$ cat src/verilog/pcs_regs.svh
/*
  Offsets, field positions, reset values and frame counts of the PHY
  control/status register bank, as macros.
  Assumes inclusion by pcs_pkg and the bank module only.
*/
// Overview of operation
// Read-only pause capability flag, resets to zero
// Live link, polarity and crossover state flags
// Energy flag follows receive pair signal presence
// One isolate bit shared by two registers
// Three-bit resolved speed/duplex mode field
// Alternate crossover algorithm select, default one
// Manual pair swap when auto crossover off
// Auto crossover disable, reset from strap
// Force link bypasses link control logic
// Power saving enable, reset zero
// Interrupt pin polarity select, default low
// Jabber counter enable, default on
// Two-bit indicator mode field
// Transmitter disable bit
// Remote analog loopback enable
// SQE test enable, reset zero
// Scrambler bypass bit
// Live reads, read-only ignored, reserved zero
// Nine-bit fault distance count, resets zero
`ifndef PCS_REGS_SVH
`define PCS_REGS_SVH

// ****************************************
// Register offsets
// ****************************************
`define PCS_REG_BASIC      5'h00
`define PCS_REG_DIAG       5'h1d
`define PCS_REG_CTRL1      5'h1e
`define PCS_REG_CTRL2      5'h1f

// ****************************************
// Field positions
// ****************************************
`define PCS_BASIC_ISO_BIT  10
`define PCS_C1_ISO_BIT     3
`define PCS_C2_ALTX_BIT    15
`define PCS_C2_MDIX_BIT    14
`define PCS_C2_XDIS_BIT    13
`define PCS_C2_FLINK_BIT   11
`define PCS_C2_PSAVE_BIT   10
`define PCS_C2_INTLVL_BIT  9
`define PCS_C2_JAB_BIT     8
`define PCS_C2_LED_HI      5
`define PCS_C2_LED_LO      4
`define PCS_C2_TXDIS_BIT   3
`define PCS_C2_RLOOP_BIT   2
`define PCS_C2_SQE_BIT     1
`define PCS_C2_SCRBY_BIT   0

// ****************************************
// Reset values and masks
// ****************************************
`define PCS_CTRL2_RST      16'h8100
`define PCS_CTRL2_WMASK    16'hef3f

// ****************************************
// Management frame
// ****************************************
`define PCS_PREAMBLE_LEN   6'h20
`define PCS_HDR_LAST       6'h0b
`define PCS_DATA_LAST      6'h0f
`define PCS_OP_READ        2'h2
`define PCS_OP_WRITE       2'h1
`define PCS_STRAP_WAIT     2'h2

`endif
$ cat src/verilog/pcs_pkg.sv
/*
  Types of the PHY control/status register bank.
  Assumes pcs_regs.svh is on the include path.
*/
package pcs_pkg;
  `include "pcs_regs.svh"

  // ****************************************
  // Management frame states
  // ****************************************
  typedef enum logic [2:0] {
    PCS_PRE   = 3'b000,
    PCS_START = 3'b001,
    PCS_HDR   = 3'b010,
    PCS_TA    = 3'b011,
    PCS_DATA  = 3'b100
  } pcs_state_e;

  // ****************************************
  // Live status from the transceiver core
  // ****************************************
  typedef struct packed {
    logic       pauseCapable;
    logic       linkUp;
    logic       polarityRev;
    logic       crossState;
    logic       energyDet;
    logic [2:0] opMode;
    logic [8:0] faultDist;
  } pcs_status_s;

  // ****************************************
  // Control bits to the transceiver core
  // ****************************************
  typedef struct packed {
    logic       altCrossoverMode;
    logic       autoXoverDis;
    logic       forceLink;
    logic       powerSave;
    logic       jabberEn;
    logic       txDisable;
    logic       remoteLoop;
    logic       sqeTest;
    logic       scramBypass;
    logic       isolate;
  } pcs_ctrl_s;
endpackage : pcs_pkg

$ cat src/verilog/pcs_regbank.sv
/*
  PHY control/status register bank with its management frame slave.
  Assumes mdc, mdio and straps come from pins; status and event inputs
  come from transceiver logic on clk. MDC must stay well below clk/4.
*/
`timescale 1ns/1ns
`include "pcs_regs.svh"
module pcs_regbank
  import pcs_pkg::*;
(
  // Clock and reset
  input  wire logic        clk,
  input  wire logic        arst_n,
  // Management pins
  input  wire logic        mdc,
  input  wire logic        mdioIn,
  output logic             mdioOut,
  output logic             mdioOe,
  // Straps
  input  wire logic        pairSwapStrap,
  input  wire logic [4:0]  phyAddrStrap,
  // Core status and events
  input  wire pcs_status_s stat,
  input  wire logic        intReq,
  input  wire logic        speed100,
  input  wire logic        activity,
  // Core control
  output pcs_ctrl_s        ctrlOut,
  output logic             txOnPairB,
  output logic             intPin,
  output logic             indicatorOutZero,
  output logic             indicatorOutOne
);

  // ****************************************
  // Pin synchronisers
  // ****************************************
  logic [7:0]  asyncIn;
  logic [7:0]  syncA_ff;
  logic [7:0]  syncB_ff;

  assign asyncIn = {phyAddrStrap, pairSwapStrap, mdioIn, mdc};

  genvar gi;
  generate
    for (gi = 0; gi < 8; gi++) begin : g_sync
      always_ff @(posedge clk or negedge arst_n) begin
        if (!arst_n) begin
          syncA_ff[gi] <= 1'b0;
          syncB_ff[gi] <= 1'b0;
        end else begin
          syncA_ff[gi] <= asyncIn[gi];
          syncB_ff[gi] <= syncA_ff[gi];
        end
      end
    end
  endgenerate

  logic        mdcPrev_ff;
  logic        mdcRise;
  logic        mdioBit;

  assign mdcRise = syncB_ff[0] & ~mdcPrev_ff;
  assign mdioBit = syncB_ff[1];

  // ****************************************
  // Strap capture after reset release
  // ****************************************
  logic [1:0]  strapCnt_ff;
  logic        strapLoad;
  logic [4:0]  phyAddr_ff;

  // Synchronised straps are valid only after two edges
  assign strapLoad = (strapCnt_ff == `PCS_STRAP_WAIT);

  always_ff @(posedge clk or negedge arst_n) begin
    if (!arst_n) begin
      strapCnt_ff <= 2'h0;
      phyAddr_ff  <= 5'h00;
      mdcPrev_ff  <= 1'b0;
    end else begin
      strapCnt_ff <= (strapCnt_ff == 2'h3) ? strapCnt_ff : strapCnt_ff + 2'h1;
      phyAddr_ff  <= strapLoad ? syncB_ff[7:3] : phyAddr_ff;
      mdcPrev_ff  <= syncB_ff[0];
    end
  end

  // ****************************************
  // Frame slave
  // ****************************************
  pcs_state_e  state_ff;
  pcs_state_e  nxt_state;
  logic [5:0]  cnt_ff;
  logic [5:0]  nxt_cnt;
  logic [11:0] hdr_ff;
  logic [11:0] nxt_hdr;
  logic [15:0] data_ff;
  logic [15:0] nxt_data;
  logic        mdioOe_ff;
  logic        nxt_oe;
  logic        mdioOut_ff;
  logic        nxt_out;
  logic [15:0] rdMux;

  wire         isRead  = (hdr_ff[11:10] == `PCS_OP_READ);
  wire  [4:0]  regAd   = hdr_ff[4:0];
  wire         frameOk = ((nxt_hdr[11:10] == `PCS_OP_READ) ||
                          (nxt_hdr[11:10] == `PCS_OP_WRITE)) &&
                         (nxt_hdr[9:5] == phyAddr_ff);
  wire         wrEn    = mdcRise && (state_ff == PCS_DATA) && !isRead &&
                         (cnt_ff == `PCS_DATA_LAST);
  wire  [15:0] wrData  = {data_ff[14:0], mdioBit};

  always_comb begin
    nxt_state = state_ff;
    nxt_cnt   = cnt_ff;
    nxt_hdr   = {hdr_ff[10:0], mdioBit};
    nxt_data  = data_ff;
    nxt_oe    = mdioOe_ff;
    nxt_out   = mdioOut_ff;
    if (mdcRise) begin
      case (state_ff)
        PCS_PRE: begin
          if (mdioBit) begin
            nxt_cnt = (cnt_ff == `PCS_PREAMBLE_LEN) ? cnt_ff : cnt_ff + 6'h01;
          end else begin
            nxt_cnt   = 6'h00;
            nxt_state = (cnt_ff == `PCS_PREAMBLE_LEN) ? PCS_START : PCS_PRE;
          end
        end
        PCS_START: begin
          nxt_state = mdioBit ? PCS_HDR : PCS_PRE;
        end
        PCS_HDR: begin
          if (cnt_ff == `PCS_HDR_LAST) begin
            nxt_cnt   = 6'h00;
            // Frames for another address are ignored
            nxt_state = frameOk ? PCS_TA : PCS_PRE;
          end else begin
            nxt_cnt = cnt_ff + 6'h01;
          end
        end
        PCS_TA: begin
          if (cnt_ff == 6'h00) begin
            nxt_cnt = 6'h01;
            if (isRead) begin
              nxt_oe   = 1'b1;
              nxt_out  = 1'b0;
              nxt_data = rdMux;
            end
          end else begin
            nxt_cnt   = 6'h00;
            nxt_state = PCS_DATA;
            if (isRead) begin
              nxt_out  = data_ff[15];
              nxt_data = {data_ff[14:0], 1'b0};
            end
          end
        end
        PCS_DATA: begin
          if (isRead) begin
            nxt_out  = data_ff[15];
            nxt_data = {data_ff[14:0], 1'b0};
          end else begin
            nxt_data = wrData;
          end
          if (cnt_ff == `PCS_DATA_LAST) begin
            nxt_state = PCS_PRE;
            nxt_cnt   = 6'h00;
            nxt_oe    = 1'b0;
            nxt_out   = 1'b0;
          end else begin
            nxt_cnt = cnt_ff + 6'h01;
          end
        end
        default: begin
          nxt_state = PCS_PRE;
          nxt_cnt   = 6'h00;
          nxt_oe    = 1'b0;
        end
      endcase
    end
  end

  // Header shifts only while it is being received
  always_ff @(posedge clk or negedge arst_n) begin
    if (!arst_n) begin
      state_ff   <= PCS_PRE;
      cnt_ff     <= 6'h00;
      hdr_ff     <= 12'h000;
      data_ff    <= 16'h0000;
      mdioOe_ff  <= 1'b0;
      mdioOut_ff <= 1'b0;
    end else begin
      state_ff   <= nxt_state;
      cnt_ff     <= nxt_cnt;
      hdr_ff     <= (mdcRise && state_ff == PCS_HDR) ? nxt_hdr : hdr_ff;
      data_ff    <= nxt_data;
      mdioOe_ff  <= nxt_oe;
      mdioOut_ff <= nxt_out;
    end
  end

  assign mdioOe  = mdioOe_ff;
  assign mdioOut = mdioOut_ff;

  // ****************************************
  // Register storage
  // ****************************************
  logic [15:0] ctrl2_ff;
  logic        isolate_ff;
  logic [15:0] rdCtrl1;
  logic [15:0] rdDiag;
  logic [15:0] rdBasic;

  wire wrCtrl2 = wrEn && (regAd == `PCS_REG_CTRL2);
  wire wrBasic = wrEn && (regAd == `PCS_REG_BASIC);
  wire wrCtrl1 = wrEn && (regAd == `PCS_REG_CTRL1);

  always_ff @(posedge clk or negedge arst_n) begin
    if (!arst_n) begin
      ctrl2_ff   <= `PCS_CTRL2_RST;
      isolate_ff <= 1'b0;
    end else begin
      if (wrCtrl2) begin
        ctrl2_ff <= wrData & `PCS_CTRL2_WMASK;
      end else if (strapLoad) begin
        ctrl2_ff[`PCS_C2_XDIS_BIT] <= syncB_ff[2];
      end
      // Either location updates the one bit
      if (wrBasic) begin
        isolate_ff <= wrData[`PCS_BASIC_ISO_BIT];
      end else if (wrCtrl1) begin
        isolate_ff <= wrData[`PCS_C1_ISO_BIT];
      end
    end
  end

  // Live status is sampled at turnaround, never latched earlier
  assign rdCtrl1 = {6'h00, stat.pauseCapable, stat.linkUp, stat.polarityRev,
                    1'b0, stat.crossState, stat.energyDet, isolate_ff,
                    stat.opMode};
  assign rdDiag  = {7'h00, stat.faultDist};
  assign rdBasic = {5'h00, isolate_ff, 10'h000};
  assign rdMux   = (regAd == `PCS_REG_CTRL2) ? ctrl2_ff :
                   (regAd == `PCS_REG_CTRL1) ? rdCtrl1  :
                   (regAd == `PCS_REG_DIAG)  ? rdDiag   :
                   (regAd == `PCS_REG_BASIC) ? rdBasic  : 16'h0000;

  // ****************************************
  // Control outputs
  // ****************************************
  assign ctrlOut.altCrossoverMode = ctrl2_ff[`PCS_C2_ALTX_BIT];
  assign ctrlOut.autoXoverDis     = ctrl2_ff[`PCS_C2_XDIS_BIT];
  assign ctrlOut.forceLink        = ctrl2_ff[`PCS_C2_FLINK_BIT];
  assign ctrlOut.powerSave        = ctrl2_ff[`PCS_C2_PSAVE_BIT];
  assign ctrlOut.jabberEn         = ctrl2_ff[`PCS_C2_JAB_BIT];
  assign ctrlOut.txDisable        = ctrl2_ff[`PCS_C2_TXDIS_BIT];
  assign ctrlOut.remoteLoop       = ctrl2_ff[`PCS_C2_RLOOP_BIT];
  assign ctrlOut.sqeTest          = ctrl2_ff[`PCS_C2_SQE_BIT];
  assign ctrlOut.scramBypass      = ctrl2_ff[`PCS_C2_SCRBY_BIT];
  assign ctrlOut.isolate          = isolate_ff;

  wire       intHigh = ctrl2_ff[`PCS_C2_INTLVL_BIT];
  wire [1:0] ledMode = ctrl2_ff[`PCS_C2_LED_HI:`PCS_C2_LED_LO];
  wire       nxt_pairB = ctrl2_ff[`PCS_C2_XDIS_BIT] ? ctrl2_ff[`PCS_C2_MDIX_BIT]
                                                     : stat.crossState;
  // Reserved modes keep both indicators dark
  wire       nxt_ind0 = (ledMode == 2'h0) ? (stat.linkUp & ~activity) :
                        (ledMode == 2'h1) ? stat.linkUp : 1'b0;
  wire       nxt_ind1 = (ledMode == 2'h0) ? speed100 :
                        (ledMode == 2'h1) ? activity : 1'b0;

  logic      txOnPairB_ff;
  logic      intPin_ff;
  logic      ind0_ff;
  logic      ind1_ff;

  always_ff @(posedge clk or negedge arst_n) begin
    if (!arst_n) begin
      txOnPairB_ff <= 1'b0;
      intPin_ff    <= 1'b1;
      ind0_ff      <= 1'b0;
      ind1_ff      <= 1'b0;
    end else begin
      txOnPairB_ff <= nxt_pairB;
      intPin_ff    <= intHigh ? intReq : ~intReq;
      ind0_ff      <= nxt_ind0;
      ind1_ff      <= nxt_ind1;
    end
  end

  assign txOnPairB        = txOnPairB_ff;
  assign intPin           = intPin_ff;
  assign indicatorOutZero = ind0_ff;
  assign indicatorOutOne  = ind1_ff;

  wire loadRd = mdcRise && (state_ff == PCS_TA) && (cnt_ff == 6'h00) && isRead;
endmodule : pcs_regbank

$ cat config.mk
export PLATFORM = sky130hd
export DESIGN_NAME = pcs_regbank
export DESIGN_NICKNAME = d
export VERILOG_FILES = /design/src/verilog/pcs_pkg.sv /design/src/verilog/pcs_regbank.sv
export VERILOG_INCLUDE_DIRS = /design/src /design/src/verilog
export SDC_FILE = /design/constraint.sdc
export NUM_CORES = 1
export LEC_CHECK = 0
export BUFFER_PORTS_ARGS = -buffer_cell sky130_fd_sc_hd__buf_2
export CORE_MARGIN = 2
export CORE_UTILIZATION = 45
export CTS_CLUSTER_SIZE = 14
export DETAILED_ROUTE_END_ITERATION = 7
export MAX_ROUTING_LAYER = met4
export PLACE_DENSITY = 0.64
export SLEW_MARGIN = 0
export SYNTH_ARGS = -nofsm -noshare
export SYNTH_HDL_FRONTEND = slang
export SYNTH_SLANG_ARGS = --single-unit
$ cat constraint.sdc
create_clock -name clk -period 2 [get_ports clk]
set_input_delay 0.4 -clock clk [delete_from_list [all_inputs] [get_ports clk]]
set_output_delay 0.4 -clock clk [all_outputs]
set_load 0.1 [all_outputs]
# == Word-level counts from Yosys, hierarchy flattened ==
# Index checks and enable logic that the tools add are counted.
# word_totals
register_bits,81
in_bits,30
elab_cells,131
# op_classes
n_addsub,2
n_eq_ne,25
n_mux,42
n_bitwise,7
reduce_logical,23
# ops
op,count
16-bit 2-to-1 mux,4
11-bit 2-to-1 mux,3
16-bit case mux with 2 select lines,1
6-bit case mux with 5 select lines,1
6-bit 2-to-1 mux,4
1-bit 2-to-1 mux,20
5-bit == test (second input constant),3
3-bit case mux with 5 select lines,1
6-bit by 4-bit == test with 1-bit output (second input constant),2
3-bit 2-to-1 mux,4
5-bit AND reduction,2
3-bit AND reduction,3
2-bit == test (second input constant),4
1-bit logical AND,8
2-bit inequality test (second input constant),4
6-bit by 1-bit adder with 6-bit output (second input constant),1
3-bit by 2-bit == test with 1-bit output (second input constant),2
6-bit == test (second input constant),1
6-bit zero test,1
3-bit inequality test (second input constant),2
2-bit nonzero test,3
5-bit == test,1
5-bit zero test,1
1-bit inverter,5
other kinds (14),18

# == Longest topological paths before layout ==
# Gate-level depths: netlist of the first run.
# logic_depth
depth_word,8
depth_mapped,7
depth_no_buf,6

# == Least setup slack after synthesis of the first run ==
# No wires, ideal clock.
# synth_path
path_type,reg2reg
start,register state_ff[0]
end,register data_ff[5]
setup_time_ps,125
t_arrival_ps,2048
slack_ps,-173
stages_incl_launch_ff,8
path_buffers,3
path_cell_list,dfrtp_1 buf_2 or3b_2 buf_2 o21a_1 nor2_1 buf_4 mux2_2
# synth_between
elab_chain_cells,3
elab_cells_between_ends,6
cone_classes,3 x eq/ne; 1 x mux; 2 x reduce/logical
# synth_rtl
element,line_no,source
start: declaration,pcs_regbank.sv:91,pcs_state_e state_ff;
start signal: assignment,pcs_regbank.sv:195,state_ff <= nxt_state;
3-bit by 2-bit == test with 1-bit output or 3-bit == test (tied branches),pcs_regbank.sv:122,case (state_ff)
2-bit inequality test (no source line) or 2-bit nonzero test (tied branches),--,
3-bit AND reduction (no source line),--,
end signal: assignment,pcs_regbank.sv:198,data_ff <= nxt_data;
end: declaration,pcs_regbank.sv:97,logic [15:0] data_ff;
# Several ways; a longest one is shown, not always the timed one.
# A chain may end at the register's enable or synchronous reset.

# == Worst setup path in the final report of the first run ==
# layout_path
start,register cnt_ff[1]
end,register state_ff[0]
# layout_between
elab_chain_cells,4
elab_cells_between_ends,11
cone_classes,6 x eq/ne; 3 x mux; 2 x reduce/logical
# layout_rtl
element,line_no,source
start: declaration,pcs_regbank.sv:93,logic [5:0] cnt_ff;
start signal: assignment,pcs_regbank.sv:196,cnt_ff <= nxt_cnt;
6-bit == test (no source line),--,
1-bit 2-to-1 mux,pcs_regbank.sv:128,nxt_state = (cnt_ff == `PCS_PREAMBLE_LEN) ? PCS_START : PCS_PRE;
3-bit 2-to-1 mux,pcs_regbank.sv:124,if (mdioBit) begin
3-bit case mux with 5 select lines,pcs_regbank.sv:122,
# Several ways; a longest one is shown, not always the timed one. The select of a mux whose other input is x is not followed.

==> report_table.html, run 1 <==
<table>
<tr><th>Metric</th><th>Value</th></tr>
<tr><th colspan="2">Global route</th></tr>
<tr><td>Number of global-route vias before repair</td><td>3063</td></tr>
<tr><td>Grt total ovfl</td><td>0</td></tr>
<tr><td>Pin count of the biggest net entering global routing</td><td>33</td></tr>
<tr><td>Global Route Usage Sum</td><td>0.203</td></tr>
<tr><td>Number of antenna violations at the first check in global routing</td><td>0</td></tr>
<tr><td>Wire length of the first global-routing pass</td><td>15200 um</td></tr>
<tr><th colspan="2">Placement</th></tr>
<tr><td>Detailed placer's ending HPWL</td><td>6590 um</td></tr>
<tr><td>Count of input and output buffers</td><td>45</td></tr>
<tr><td>Routability congestion estimate from global placement</td><td>0.884</td></tr>
<tr><td>Number of placed cells counting well taps</td><td>516</td></tr>
<tr><th colspan="2">Logic synthesis</th></tr>
<tr><td>Adder and majority gate portion of the synthesized area</td><td>0.0124</td></tr>
<tr><td>Fraction of registers with async set/reset</td><td>1.00</td></tr>
<tr><td>Number of flops mapped to enable cells by yosys</td><td>0</td></tr>
<tr><td>Post-synthesis average cell area</td><td>11.5 um2</td></tr>
<tr><td>Register area share after synthesis</td><td>0.505</td></tr>
<tr><td>Leading register cell type out of synthesis</td><td>dfrtp_1</td></tr>
<tr><td>Multiplexer area fraction after synthesis</td><td>0.129</td></tr>
<tr><td>Compound-cell area share of the yosys netlist</td><td>0.132</td></tr>
<tr><td>Fraction of the mapped netlist area in simple logic gates</td><td>0.153</td></tr>
<tr><td>Synth cell types</td><td>62</td></tr>
<tr><td>Count of warnings emitted by yosys</td><td>0</td></tr>
<tr><td>Synthesized netlist cell count</td><td>349</td></tr>
<tr><td>Syn nets</td><td>383</td></tr>
<tr><td>Netlist Area Pre-Place</td><td>4020 um2</td></tr>
<tr><td>Combinational family with the most area after synthesis</td><td>simple AND/OR/NAND/NOR gates</td></tr>
<tr><td>Fraction of synthesized cell area in xor and xnor cells</td><td>0.0174</td></tr>
<tr><td>Seq cells post-synth</td><td>81</td></tr>
<tr><th colspan="2">Die</th></tr>
<tr><td>Initial Util</td><td>0.464</td></tr>
<tr><td># rows</td><td>34</td></tr>
<tr><td>Width of the chip</td><td>98.5 um</td></tr>
<tr><td>Area of the core region</td><td>8680 um2</td></tr>
<tr><td>Die outline area</td><td>9710 um2</td></tr>
<tr><td>Count of boundary I/O pins</td><td>46</td></tr>
<tr><td>Height of the chip</td><td>98.5 um</td></tr>
<tr><th colspan="2">Drt</th></tr>
<tr><td>Routed wirelength normalized by instance count</td><td>17.7 um</td></tr>
<tr><td>Remaining antenna violation count after routing</td><td>0</td></tr>
<tr><td>DRC viols</td><td>0</td></tr>
<tr><td>Total iterations of the first detailed-routing run</td><td>4</td></tr>
<tr><td>Detailed-route wire length</td><td>9610 um</td></tr>
<tr><td>Via-to-Cell Ratio</td><td>5.81</td></tr>
<tr><td>Count of vias placed by the detailed router</td><td>3149</td></tr>
<tr><td>Violation count after the first detailed-routing iteration</td><td>150</td></tr>
<tr><th colspan="2">Worst setup path</th></tr>
<tr><td>Sort of element at the start of the critical path</td><td>register</td></tr>
<tr><td>Critical Setup Path Class</td><td>register to register</td></tr>
<tr><td>Worst EP arrival</td><td>2.34 ns</td></tr>
<tr><td>Crit Path Max Fanout</td><td>6</td></tr>
<tr><td>Required time at the worst-slack endpoint</td><td>2.29 ns</td></tr>
<tr><td>FF-to-FF setup slack</td><td>-0.05 ns</td></tr>
<tr><td>Count of cells along the worst register-to-register path</td><td>7</td></tr>
<tr><td>CP endpoint kind</td><td>register</td></tr>
<tr><th colspan="2">CTS</th></tr>
<tr><td>Number of buffers on the longest clock path</td><td>2</td></tr>
<tr><td>Clk root buf</td><td>clkbuf_8</td></tr>
<tr><td>TritonCTS clock tree</td><td>done</td></tr>
<tr><td>Num Clock Sinks</td><td>81</td></tr>
<tr><td>H-tree lvl count</td><td>3</td></tr>
<tr><td>Total CTS buffers</td><td>9</td></tr>
<tr><td>Clock insertion delay at the later pin of the skew report</td><td>0.37 ns</td></tr>
<tr><td>Clock input transition at the sequential cells of the worst setup and hold paths</td><td>0.09 ns</td></tr>
<tr><th colspan="2">STA</th></tr>
<tr><td>Number of endpoints with negative hold slack in the final report</td><td>0</td></tr>
<tr><td>Number of pins with negative max-slew slack in the final report</td><td>0</td></tr>
<tr><td>Final critical-path share of the clock period</td><td>1.02</td></tr>
<tr><td>Setup violators final</td><td>5</td></tr>
<tr><td>Setup skew after layout</td><td>0.0126 ns</td></tr>
<tr><td>Headroom to the max-slew limit</td><td>0.677</td></tr>
<tr><td>Maximum clock frequency</td><td>489 MHz</td></tr>
<tr><td>Setup_tns</td><td>-0.0969 ns</td></tr>
<tr><td>Slew at the pin closest to its max-slew limit</td><td>0.488 ns</td></tr>
<tr><td>Final critical-path required period</td><td>2.05 ns</td></tr>
<tr><td>Unrepaired setup endpoints after global routing</td><td>yes</td></tr>
<tr><td>Worst setup slack after layout</td><td>-0.0463 ns</td></tr>
<tr><th colspan="2">Power</th></tr>
<tr><td>Total power density per cell area</td><td>683 nW/um2</td></tr>
<tr><td>LEAKAGE</td><td>2.32 nW</td></tr>
<tr><td>Sequential group share of total power</td><td>0.498</td></tr>
<tr><td>Clock power share</td><td>0.315</td></tr>
<tr><td>Part of the total power dissipated in combinational logic</td><td>0.186</td></tr>
<tr><td>Maximum ir drop on the vdd rail</td><td>0.432 mV</td></tr>
<tr><td>Int Power</td><td>2.44 mW</td></tr>
<tr><td>Power spent charging and discharging nets</td><td>1.01 mW</td></tr>
<tr><td>Switching share of power</td><td>0.294</td></tr>
<tr><th colspan="2">Layout</th></tr>
<tr><td>Ant diodes</td><td>0</td></tr>
<tr><td>Count of placed standard cells in the final layout, fillers left out</td><td>542</td></tr>
<tr><td>Fraction of layout cells with a size suffix above 1</td><td>0.454</td></tr>
<tr><td>Growth of design area from synthesis to finish</td><td>25.7%</td></tr>
<tr><td>Number of nets in the layout</td><td>463</td></tr>
<tr><th colspan="2">Min path</th></tr>
<tr><td>Path class of the lowest-slack min-delay path</td><td>primary input to register</td></tr>
<tr><td>Hold depth</td><td>1</td></tr>
<tr><th colspan="2">Outcome</th></tr>
<tr><td>Violations in the final reports</td><td>setup timing</td></tr>
<tr><td>Outcome</td><td>complete, but fails checks</td></tr>
<tr><th colspan="2">Run</th></tr>
<tr><td>Max-cap violation count</td><td>0</td></tr>
</table>
## power by group through the flow
| stage | clock network [mW] | logic [mW] | registers, mW |
|---|---|---|---|
| 3_5_place_dp | 0 | 0.480 | 1.75 |
| 4_1_cts | 1.11 | 0.556 | 1.72 |
| 2_1_floorplan | 0 | 0.247 | 1.76 |
| 5_1_grt | 1.18 | 0.687 | 1.73 |
| 6_report | 1.09 | 0.643 | 1.72 |
| 3_3_place_gp | 0 | 0.474 | 1.75 |
## cells in the final DEF, fill, tap and decap left out, types with 4 or more instances in the layout
cell type / instances
nor2b_1: 6
dfrtp_1: 77
and3_1: 5
clkbuf_8: 9
nor2_1: 5
mux2_4: 15
nand2_1: 16
nand3_1: 15
inv_1: 6
nand2b_1: 6
buf_2: 44
a22o_1: 4
o32ai_1: 5
buf_4: 51
and3b_1: 5
buf_6: 4
a21oi_1: 12
o21ai_0: 9
mux2_2: 25
xnor2_1: 7
a31oi_1: 11
nand4_1: 6
## worst max-delay path, cell delays in order (launching register included)
cell	delay [ns]
dfrtp_1	0.42
inv_1	0.07
ha_2	0.16
or4b_4	0.49
buf_6	0.16
or4_4	0.42
o21ai_2	0.08
a32o_1	0.18
## metrics by stage
stage | power (mW) | worst slack [ns] | area (um2) | utilization | hold slack (ns)
floorplan | 2.01 | -0.0992 | 4030 | - | 0.104
global placement | 2.22 | -0.0289 | 4590 | 0.529 | 0.332
detailed placement | 2.23 | -0.0789 | 4590 | 0.529 | 0.335
CTS | 3.38 | -0.00208 | 4900 | 0.564 | 0.129
global route | 3.60 | -0.103 | 5050 | 0.582 | 0.115
finish | 3.45 | -0.0463 | 5050 | 0.582 | 0.134
## worst paths after layout
kind | start | endpoint
min reg2reg | syncA_ff[7] | syncB_ff[7]
max reg2reg | cnt_ff[1] | state_ff[0]
min | pairSwapStrap | syncA_ff[2]
max | cnt_ff[1] | state_ff[0]
min in group asynchronous | arst_n | ctrl2_ff[14]
max in group asynchronous | arst_n | cnt_ff[4]
## flip-flops by register name (all words and copies together), names as in the netlist, 2 cells and up
register,cells
data_ff,16
syncA_ff,8
ctrl2_ff,13
cnt_ff,6
hdr_ff,12
strapCnt_ff,2
state_ff,3
phyAddr_ff,5
syncB_ff,7
## synthesized netlist by cell type, types with 6 or more instances
cell type / count / share of area
buf_2: 8 / 0.010
a21oi_1: 12 / 0.015
nand2_1: 17 / 0.016
clkbuf_1: 14 / 0.013
a31oi_1: 11 / 0.017
o31ai_1: 6 / 0.011
mux2_2: 30 / 0.084
nand4_1: 6 / 0.0093
nand2b_1: 6 / 0.0093
mux2_4: 10 / 0.037
nor2_1: 6 / 0.0056
buf_4: 11 / 0.021
o21ai_0: 12 / 0.015
dfrtp_1: 78 / 0.49
xnor2_1: 7 / 0.015
nand3_1: 16 / 0.020
inv_1: 6 / 0.0056
nor2b_1: 6 / 0.0093
## cell families (layout without fill, tap and decap cells)
group                    Yosys count  in the layout
AND/OR/NAND/NOR                   98             98
buffers and inverters             40            125
flip-flops                        81             81
adder cells (fa/ha/maj)            4              4
XOR/XNOR                           8              8
multiplexers                      43             43
AO/OA/AOI/OAI                     75             75
## area by class of cell
type                       count  area [um2]
multi-input combinational    228        1980
sequential                    81        2030
clock inverter                 5        40.0
timing repair buffer         103         713
tap                          108         135
inverter                       6        22.5
clock buffer                  11         131
fill                         749        3620
## per-layer routing
metal	global-route usage	up-vias	wire length, um
met5	-	-	0
li1	-	1450	-
met3	0.0461	18	734
met2	0.320	136	4500
met1	0.269	1545	4210
met4	0.0516	0	161
## repair_timing
action | 4_1_cts | 5_1_grt
hold buffers | 1 | 0
gates cloned | 1 | 0
setup buffers | 5 | 3
hold endpoints to repair | 22 | 0
endpoints found under the setup margin | 25 | 36
pin swaps | 3 | 10
resized for setup | 20 | 30
No activity file was read; power rests on OpenSTA's default activity.
==> inputs of run 2 (changes only) <==
- MAX_ROUTING_LAYER: met4 -> unset
==> run 2 against run 1 <==
  * The flow still finishes with violations (setup timing)
  * Routed wire length is 0.11% higher
  * Critical path depth stayed put
  * Largest power group unchanged
  * Register-to-register slack hardly changed
  * Combinational power hardly changed
  * Fmax is 0.22% lower
  * Setup slack worse by 0.0045 ns
  * Cell count stayed put
  * Sequential power hardly changed
  * Total power hardly changed
  * Global-route usage is 0.60 points lower
  * Clock-buffer cell count stayed put
  * Hold slack better by 0.0021 ns
==> report_table.html, run 2 (synthesis gave the netlist of run 1 again) <==
<table>
<tr><th>Metric</th><th>Value</th></tr>
<tr><th colspan="2">Outcome</th></tr>
<tr><td>Outcome</td><td>complete, but fails checks</td></tr>
<tr><td>Violations in the final reports</td><td>setup timing</td></tr>
<tr><th colspan="2">STA</th></tr>
<tr><td>Setup violators final</td><td>5</td></tr>
<tr><td>Final critical-path share of the clock period</td><td>1.03</td></tr>
<tr><td>Number of endpoints with negative hold slack in the final report</td><td>0</td></tr>
<tr><td>Slew at the pin closest to its max-slew limit</td><td>0.488 ns</td></tr>
<tr><td>Number of pins with negative max-slew slack in the final report</td><td>0</td></tr>
<tr><td>Final critical-path required period</td><td>2.05 ns</td></tr>
<tr><td>Setup skew after layout</td><td>0.0130 ns</td></tr>
<tr><td>Post-route worst hold slack</td><td>0.136 ns</td></tr>
<tr><td>Maximum clock frequency</td><td>488 MHz</td></tr>
<tr><td>Unrepaired setup endpoints after global routing</td><td>yes</td></tr>
<tr><td>Worst setup slack after layout</td><td>-0.0508 ns</td></tr>
<tr><td>Setup_tns</td><td>-0.117 ns</td></tr>
<tr><td>Headroom to the max-slew limit</td><td>0.677</td></tr>
<tr><th colspan="2">Drt</th></tr>
<tr><td>Routed wirelength normalized by instance count</td><td>17.7 um</td></tr>
<tr><td>Count of vias placed by the detailed router</td><td>3142</td></tr>
<tr><td>Total iterations of the first detailed-routing run</td><td>4</td></tr>
<tr><td>Violation count after the first detailed-routing iteration</td><td>120</td></tr>
<tr><td>Detailed-route wire length</td><td>9620 um</td></tr>
<tr><td>Remaining antenna violation count after routing</td><td>0</td></tr>
<tr><td>DRC viols</td><td>0</td></tr>
<tr><td>Via-to-Cell Ratio</td><td>5.80</td></tr>
<tr><th colspan="2">CTS</th></tr>
<tr><td>Total CTS buffers</td><td>9</td></tr>
<tr><td>Number of buffers on the longest clock path</td><td>2</td></tr>
<tr><td>H-tree lvl count</td><td>3</td></tr>
<tr><td>Clock input transition at the sequential cells of the worst setup and hold paths</td><td>0.09 ns</td></tr>
<tr><td>Num Clock Sinks</td><td>81</td></tr>
<tr><td>Clk root buf</td><td>clkbuf_8</td></tr>
<tr><td>TritonCTS clock tree</td><td>done</td></tr>
<tr><td>Clock insertion delay at the later pin of the skew report</td><td>0.36 ns</td></tr>
<tr><th colspan="2">Run</th></tr>
<tr><td>Max-cap violation count</td><td>0</td></tr>
<tr><th colspan="2">Layout</th></tr>
<tr><td>Count of placed standard cells in the final layout, fillers left out</td><td>542</td></tr>
<tr><td>Core utilization of the finished layout</td><td>0.582</td></tr>
<tr><td>Register ranked first by flip-flop count</td><td>data_ff</td></tr>
<tr><td>Growth of design area from synthesis to finish</td><td>25.7%</td></tr>
<tr><td>Leading registers by flop count</td><td>data_ff (16), ctrl2_ff (13), hdr_ff (12)</td></tr>
<tr><td>Ant diodes</td><td>0</td></tr>
<tr><td>Fraction of layout cells with a size suffix above 1</td><td>0.454</td></tr>
<tr><td>Highest-count cells in the layout ignoring fill and taps</td><td>dfrtp_1 (77), buf_4 (51), buf_2 (44)</td></tr>
<tr><td>Number of nets in the layout</td><td>463</td></tr>
<tr><td>Commonest non-fill, non-tap cell in the layout</td><td>dfrtp_1</td></tr>
<tr><td>Max FFs per register</td><td>16</td></tr>
<tr><th colspan="2">Worst setup path</th></tr>
<tr><td>Crit Path Max Fanout</td><td>6</td></tr>
<tr><td>Crit. Startpoint</td><td>cnt_ff[1]</td></tr>
<tr><td>Slowest cell on the critical path</td><td>or4b_4</td></tr>
<tr><td>Maximum single-stage delay on the critical path</td><td>0.49 ns</td></tr>
<tr><td>Required time at the worst-slack endpoint</td><td>2.29 ns</td></tr>
<tr><td>Sort of element at the start of the critical path</td><td>register</td></tr>
<tr><td>Critical Setup Path Class</td><td>register to register</td></tr>
<tr><td>CP endpoint kind</td><td>register</td></tr>
<tr><td>Series of cell instances along the critical path</td><td>inv_1, ha_2, or4b_4, buf_6, or4_4, o21ai_2, a32o_1</td></tr>
<tr><td>Worst EP arrival</td><td>2.34 ns</td></tr>
<tr><td>FF-to-FF Start</td><td>cnt_ff[1]</td></tr>
<tr><th colspan="2">Global route</th></tr>
<tr><td>Wire length of the first global-routing pass</td><td>15200 um</td></tr>
<tr><td>Grt total ovfl</td><td>0</td></tr>
<tr><td>Number of antenna violations at the first check in global routing</td><td>0</td></tr>
<tr><td>Number of global-route vias before repair</td><td>3064</td></tr>
<tr><td>Pin count of the biggest net entering global routing</td><td>33</td></tr>
<tr><td>Global Route Usage Sum</td><td>0.197</td></tr>
<tr><th colspan="2">Min path</th></tr>
<tr><td>Worst hold start</td><td>pairSwapStrap</td></tr>
<tr><td>Path class of the lowest-slack min-delay path</td><td>primary input to register</td></tr>
<tr><th colspan="2">Power</th></tr>
<tr><td>Maximum ir drop on the vdd rail</td><td>0.432 mV</td></tr>
<tr><td>LEAKAGE</td><td>2.32 nW</td></tr>
<tr><td>Total power density per cell area</td><td>683 nW/um2</td></tr>
<tr><th colspan="2">Die</th></tr>
<tr><td># rows</td><td>34</td></tr>
<tr><td>Initial Util</td><td>0.464</td></tr>
<tr><td>Width of the chip</td><td>98.5 um</td></tr>
<tr><td>Die outline area</td><td>9710 um2</td></tr>
<tr><td>Area of the core region</td><td>8680 um2</td></tr>
<tr><td>Count of boundary I/O pins</td><td>46</td></tr>
<tr><td>Height of the chip</td><td>98.5 um</td></tr>
<tr><th colspan="2">Placement</th></tr>
<tr><td>Detailed placer's ending HPWL</td><td>6590 um</td></tr>
<tr><td>Number of placed cells counting well taps</td><td>516</td></tr>
<tr><td>Count of input and output buffers</td><td>45</td></tr>
<tr><td>Post-placement worst setup slack</td><td>-0.0789 ns</td></tr>
<tr><td>Routability congestion estimate from global placement</td><td>0.870</td></tr>
</table>
-- run 2: what timing repair did --
action / in CTS / in global routing
gates resized for setup: 20 / 30
endpoints found under the hold margin: 22 / 0
endpoints found under the setup margin: 25 / 36
hold buffers: 1 / 0
buffers inserted: 5 / 3
gates cloned: 1 / 0
pin swaps: 3 / 10
-- run 2: power breakdown --
part	total, mW	switching (mW)	internal, mW
logic	0.645	0.352	0.293
clock network	1.09	0.626	0.460
registers	1.72	0.0357	1.68
-- run 2: layer usage --
metal	up-vias	routed length (um)	GRT usage
met5	-	0	0
met2	136	4570	0.320
met4	0	145	0.0516
met3	12	632	0.0461
li1	1451	-	-
met1	1543	4270	0.269
-- run 2: area by class of cell --
class                      count  area, um2
clock inverter                 5       40.0
inverter                       6       22.5
clock buffer                  11        131
multi-input combinational    228       1980
sequential                    81       2030
timing repair buffer         103        713
fill                         749       3620
tap                          108        135
-- run 2: critical path: cells and delay by family, from the launching register on --
kind                     cells  cell delay, ns
AO/OA/AOI/OAI                2            0.26
flip-flops                   1            0.41
AND/OR/NAND/NOR              2            0.92
buffers and inverters        2            0.23
adder cells (fa/ha/maj)      1            0.16
-- run 2: per-stage QoR --
| stage | cell area (um2) | power (mW) |
|---|---|---|
| after detailed placement | 4590 | 2.23 |
| after CTS | 4900 | 3.38 |
| after global routing | 5050 | 3.60 |
| after floorplan | 4030 | 2.01 |
| after global placement | 4590 | 2.22 |
| final | 5050 | 3.45 |
-- run 2: final timing paths --
kind                           endpoint  slack [ns]  cells after the start
min in group asynchronous  ctrl2_ff[14]        0.49                      2
setup / recovery            state_ff[0]       -0.05                      7
hold / removal              syncA_ff[2]        0.14                      1
max in group asynchronous     cnt_ff[4]        0.95                      3
hold reg to reg             syncB_ff[7]        0.35                      0
setup reg to reg            state_ff[0]       -0.05                      7
==> inputs of run 3 (changes only) <==
- TNS_END_PERCENT: unset -> 10
==> run 3 against run 2 <==
  * Total power increased by 2.1%
  * Register-to-register slack got worse by 0.05 ns
  * Highest routed layer unchanged
  * Critical path type unchanged
  * First-iteration DRC count is 27% higher
  * Global-route usage rose by 0.47 points
  * The flow still finishes with violations (setup timing)
  * Fmax is 2.4% lower
  * Non-clock buffer count is the same
  * Via count is 1.1% lower
  * Critical endpoint is now data_ff[5]
  * Utilization is 0.27 points lower
==> report_table.html, run 3 (synthesis gave the netlist of run 1 again) <==
<table>
<tr><th>Metric</th><th>Value</th></tr>
<tr><th colspan="2">Outcome</th></tr>
<tr><td>Outcome</td><td>complete, but fails checks</td></tr>
<tr><td>Violations in the final reports</td><td>setup timing</td></tr>
<tr><th colspan="2">STA</th></tr>
<tr><td>Final critical-path share of the clock period</td><td>1.05</td></tr>
<tr><td>Worst setup slack after layout</td><td>-0.101 ns</td></tr>
<tr><td>Setup skew after layout</td><td>0.0106 ns</td></tr>
<tr><td>Unrepaired setup endpoints after global routing</td><td>yes</td></tr>
<tr><td>Final critical-path required period</td><td>2.10 ns</td></tr>
<tr><td>Number of endpoints with negative hold slack in the final report</td><td>0</td></tr>
<tr><td>Setup_tns</td><td>-0.753 ns</td></tr>
<tr><td>Maximum clock frequency</td><td>476 MHz</td></tr>
<tr><td>Number of pins with negative max-slew slack in the final report</td><td>0</td></tr>
<tr><td>Slew at the pin closest to its max-slew limit</td><td>0.568 ns</td></tr>
<tr><td>Headroom to the max-slew limit</td><td>0.620</td></tr>
<tr><td>Setup violators final</td><td>21</td></tr>
<tr><th colspan="2">Die</th></tr>
<tr><td>Height of the chip</td><td>98.5 um</td></tr>
<tr><td>Count of boundary I/O pins</td><td>46</td></tr>
<tr><td># rows</td><td>34</td></tr>
<tr><td>Width of the chip</td><td>98.5 um</td></tr>
<tr><td>Die outline area</td><td>9710 um2</td></tr>
<tr><td>Initial Util</td><td>0.464</td></tr>
<tr><td>Area of the core region</td><td>8680 um2</td></tr>
<tr><th colspan="2">CTS</th></tr>
<tr><td>Clock insertion delay at the later pin of the skew report</td><td>0.35 ns</td></tr>
<tr><td>Num Clock Sinks</td><td>81</td></tr>
<tr><td>Clock input transition at the sequential cells of the worst setup and hold paths</td><td>0.08 ns</td></tr>
<tr><td>Clk root buf</td><td>clkbuf_8</td></tr>
<tr><td>Total CTS buffers</td><td>9</td></tr>
<tr><td>TritonCTS clock tree</td><td>done</td></tr>
<tr><td>H-tree lvl count</td><td>3</td></tr>
<tr><td>Number of buffers on the longest clock path</td><td>2</td></tr>
<tr><th colspan="2">Power</th></tr>
<tr><td>Overall Power</td><td>3.52 mW</td></tr>
<tr><td>Int Power</td><td>2.54 mW</td></tr>
<tr><td>Switching share of power</td><td>0.278</td></tr>
<tr><td>Sequential group share of total power</td><td>0.489</td></tr>
<tr><td>Total power density per cell area</td><td>700 nW/um2</td></tr>
<tr><td>Clock power share</td><td>0.335</td></tr>
<tr><td>LEAKAGE</td><td>2.32 nW</td></tr>
<tr><td>Part of the total power dissipated in combinational logic</td><td>0.177</td></tr>
<tr><td>Power spent charging and discharging nets</td><td>979 uW</td></tr>
<tr><td>Maximum ir drop on the vdd rail</td><td>0.326 mV</td></tr>
<tr><th colspan="2">Drt</th></tr>
<tr><td>Violation count after the first detailed-routing iteration</td><td>152</td></tr>
<tr><td>Count of vias placed by the detailed router</td><td>3108</td></tr>
<tr><td>DRC viols</td><td>0</td></tr>
<tr><td>Remaining antenna violation count after routing</td><td>0</td></tr>
<tr><td>Routed wirelength normalized by instance count</td><td>17.5 um</td></tr>
<tr><td>Total iterations of the first detailed-routing run</td><td>4</td></tr>
<tr><td>Via-to-Cell Ratio</td><td>5.73</td></tr>
<tr><td>Detailed-route wire length</td><td>9470 um</td></tr>
<tr><th colspan="2">Global route</th></tr>
<tr><td>Global Route Usage Sum</td><td>0.202</td></tr>
<tr><td>Number of antenna violations at the first check in global routing</td><td>0</td></tr>
<tr><td>Wire length of the first global-routing pass</td><td>15600 um</td></tr>
<tr><td>Number of global-route vias before repair</td><td>3115</td></tr>
<tr><td>Grt total ovfl</td><td>0</td></tr>
<tr><td>Pin count of the biggest net entering global routing</td><td>36</td></tr>
<tr><th colspan="2">Worst setup path</th></tr>
<tr><td>Required time at the worst-slack endpoint</td><td>2.24 ns</td></tr>
<tr><td>Sort of element at the start of the critical path</td><td>register</td></tr>
<tr><td>Maximum single-stage delay on the critical path</td><td>0.50 ns</td></tr>
<tr><td>Count of buffering cells on the critical path with inverters included</td><td>2</td></tr>
<tr><td>Cell family with most CP delay</td><td>simple AND/OR/NAND/NOR gates</td></tr>
<tr><td>Worst EP arrival</td><td>2.34 ns</td></tr>
<tr><td>CP endpoint kind</td><td>register</td></tr>
<tr><td>Critical Setup Path Class</td><td>register to register</td></tr>
<tr><td>Slowest cell on the critical path</td><td>or4b_4</td></tr>
<tr><td>Crit Path Max Fanout</td><td>6</td></tr>
<tr><td>Series of cell instances along the critical path</td><td>inv_1, ha_1, or4b_4, buf_8, o31ai_2, o221ai_1, mux2_2</td></tr>
<tr><th colspan="2">Placement</th></tr>
<tr><td>Count of input and output buffers</td><td>45</td></tr>
<tr><td>Routability congestion estimate from global placement</td><td>0.916</td></tr>
<tr><td>Number of placed cells counting well taps</td><td>519</td></tr>
<tr><td>Detailed placer's ending HPWL</td><td>6680 um</td></tr>
<tr><td>Cell Area, Placed</td><td>4600 um2</td></tr>
<tr><th colspan="2">Layout</th></tr>
<tr><td>Count of placed standard cells in the final layout, fillers left out</td><td>542</td></tr>
<tr><td>Highest-count cells in the layout ignoring fill and taps</td><td>dfrtp_1 (76), buf_4 (52), buf_2 (45)</td></tr>
<tr><td>Max FFs per register</td><td>16</td></tr>
<tr><td>Ant diodes</td><td>0</td></tr>
<tr><td>Register ranked first by flip-flop count</td><td>data_ff</td></tr>
<tr><td>Final non-filler cell area</td><td>5030 um2</td></tr>
<tr><td>Growth of design area from synthesis to finish</td><td>25.1%</td></tr>
<tr><td>Commonest non-fill, non-tap cell in the layout</td><td>dfrtp_1</td></tr>
<tr><td>Leading registers by flop count</td><td>data_ff (16), ctrl2_ff (13), hdr_ff (12)</td></tr>
<tr><td>Number of nets in the layout</td><td>463</td></tr>
<tr><td>Fraction of layout cells with a size suffix above 1</td><td>0.447</td></tr>
<tr><th colspan="2">Run</th></tr>
<tr><td>Max-cap violation count</td><td>0</td></tr>
<tr><th colspan="2">Min path</th></tr>
<tr><td>Path class of the lowest-slack min-delay path</td><td>primary input to register</td></tr>
</table>
-- run 3: cell types whose count changed in the layout (fill, tap and decap cells not counted), moves of 2 or more --
cell	previous run	this run
or4b_4	3	1
clkinvlp_4	3	0
o21ai_2	3	1
clkinv_2	0	2
mux2_4	15	12
mux2_2	25	28
-- run 3: path summary, 6_finish.rpt --
| check | from | end | slack, ns | cells past startpoint |
|---|---|---|---|---|
| worst max-delay path | cnt_ff[1] | data_ff[5] | -0.10 | 7 |
| worst max register to register | cnt_ff[1] | data_ff[5] | -0.10 | 7 |
| worst min-delay path | phyAddrStrap[1] | syncA_ff[4] | 0.15 | 1 |
| worst min register to register | syncA_ff[2] | syncB_ff[2] | 0.35 | 0 |
| min in group asynchronous | arst_n | ctrl2_ff[14] | 0.52 | 2 |
| max in group asynchronous | arst_n | ctrl2_ff[8] | 0.81 | 3 |
-- run 3: routing by layer --
layer,part of all wire,vias up,GRT usage
met5,0,-,0
met4,0.013,0,0.0706
met3,0.059,14,0.0426
met2,0.48,101,0.322
met1,0.45,1541,0.276
li1,-,1452,-
-- run 3: per-stage QoR --
stage / hold slack, ns / utilization / worst slack, ns
after floorplan: 0.104 / - / -0.0992
after global placement: 0.332 / 0.530 / -0.0000262
after detailed placement: 0.335 / 0.530 / -0.0745
after CTS: 0.131 / 0.557 / -0.0403
after global routing: 0.122 / 0.580 / -0.197
final: 0.147 / 0.580 / -0.101
-- run 3: power by group through the flow --
stage	registers, mW	clock network, mW	logic (mW)
2_1_floorplan	1.76	0	0.247
4_1_cts	1.72	1.21	0.498
3_5_place_dp	1.75	0	0.484
3_3_place_gp	1.75	0	0.475
6_report	1.72	1.18	0.622
5_1_grt	1.73	1.29	0.668
-- run 3: timing repair --
item	4_1_cts	5_1_grt
hold buffers	1	0
pin swaps	1	4
gates cloned	0	2
gates resized for setup	8	35
endpoints found under the setup margin	13	40
hold endpoints to repair	26	0
buffers inserted	0	4
-- run 3: final cells by class --
| class | instances | area, um2 |
|---|---|---|
| clock buffer | 11 | 131 |
| multi-input combinational | 228 | 1960 |
| sequential | 81 | 2030 |
| tap | 108 | 135 |
| fill | 728 | 3650 |
| timing repair buffer | 103 | 694 |
| clock inverter | 5 | 57.6 |
| inverter | 6 | 22.5 |
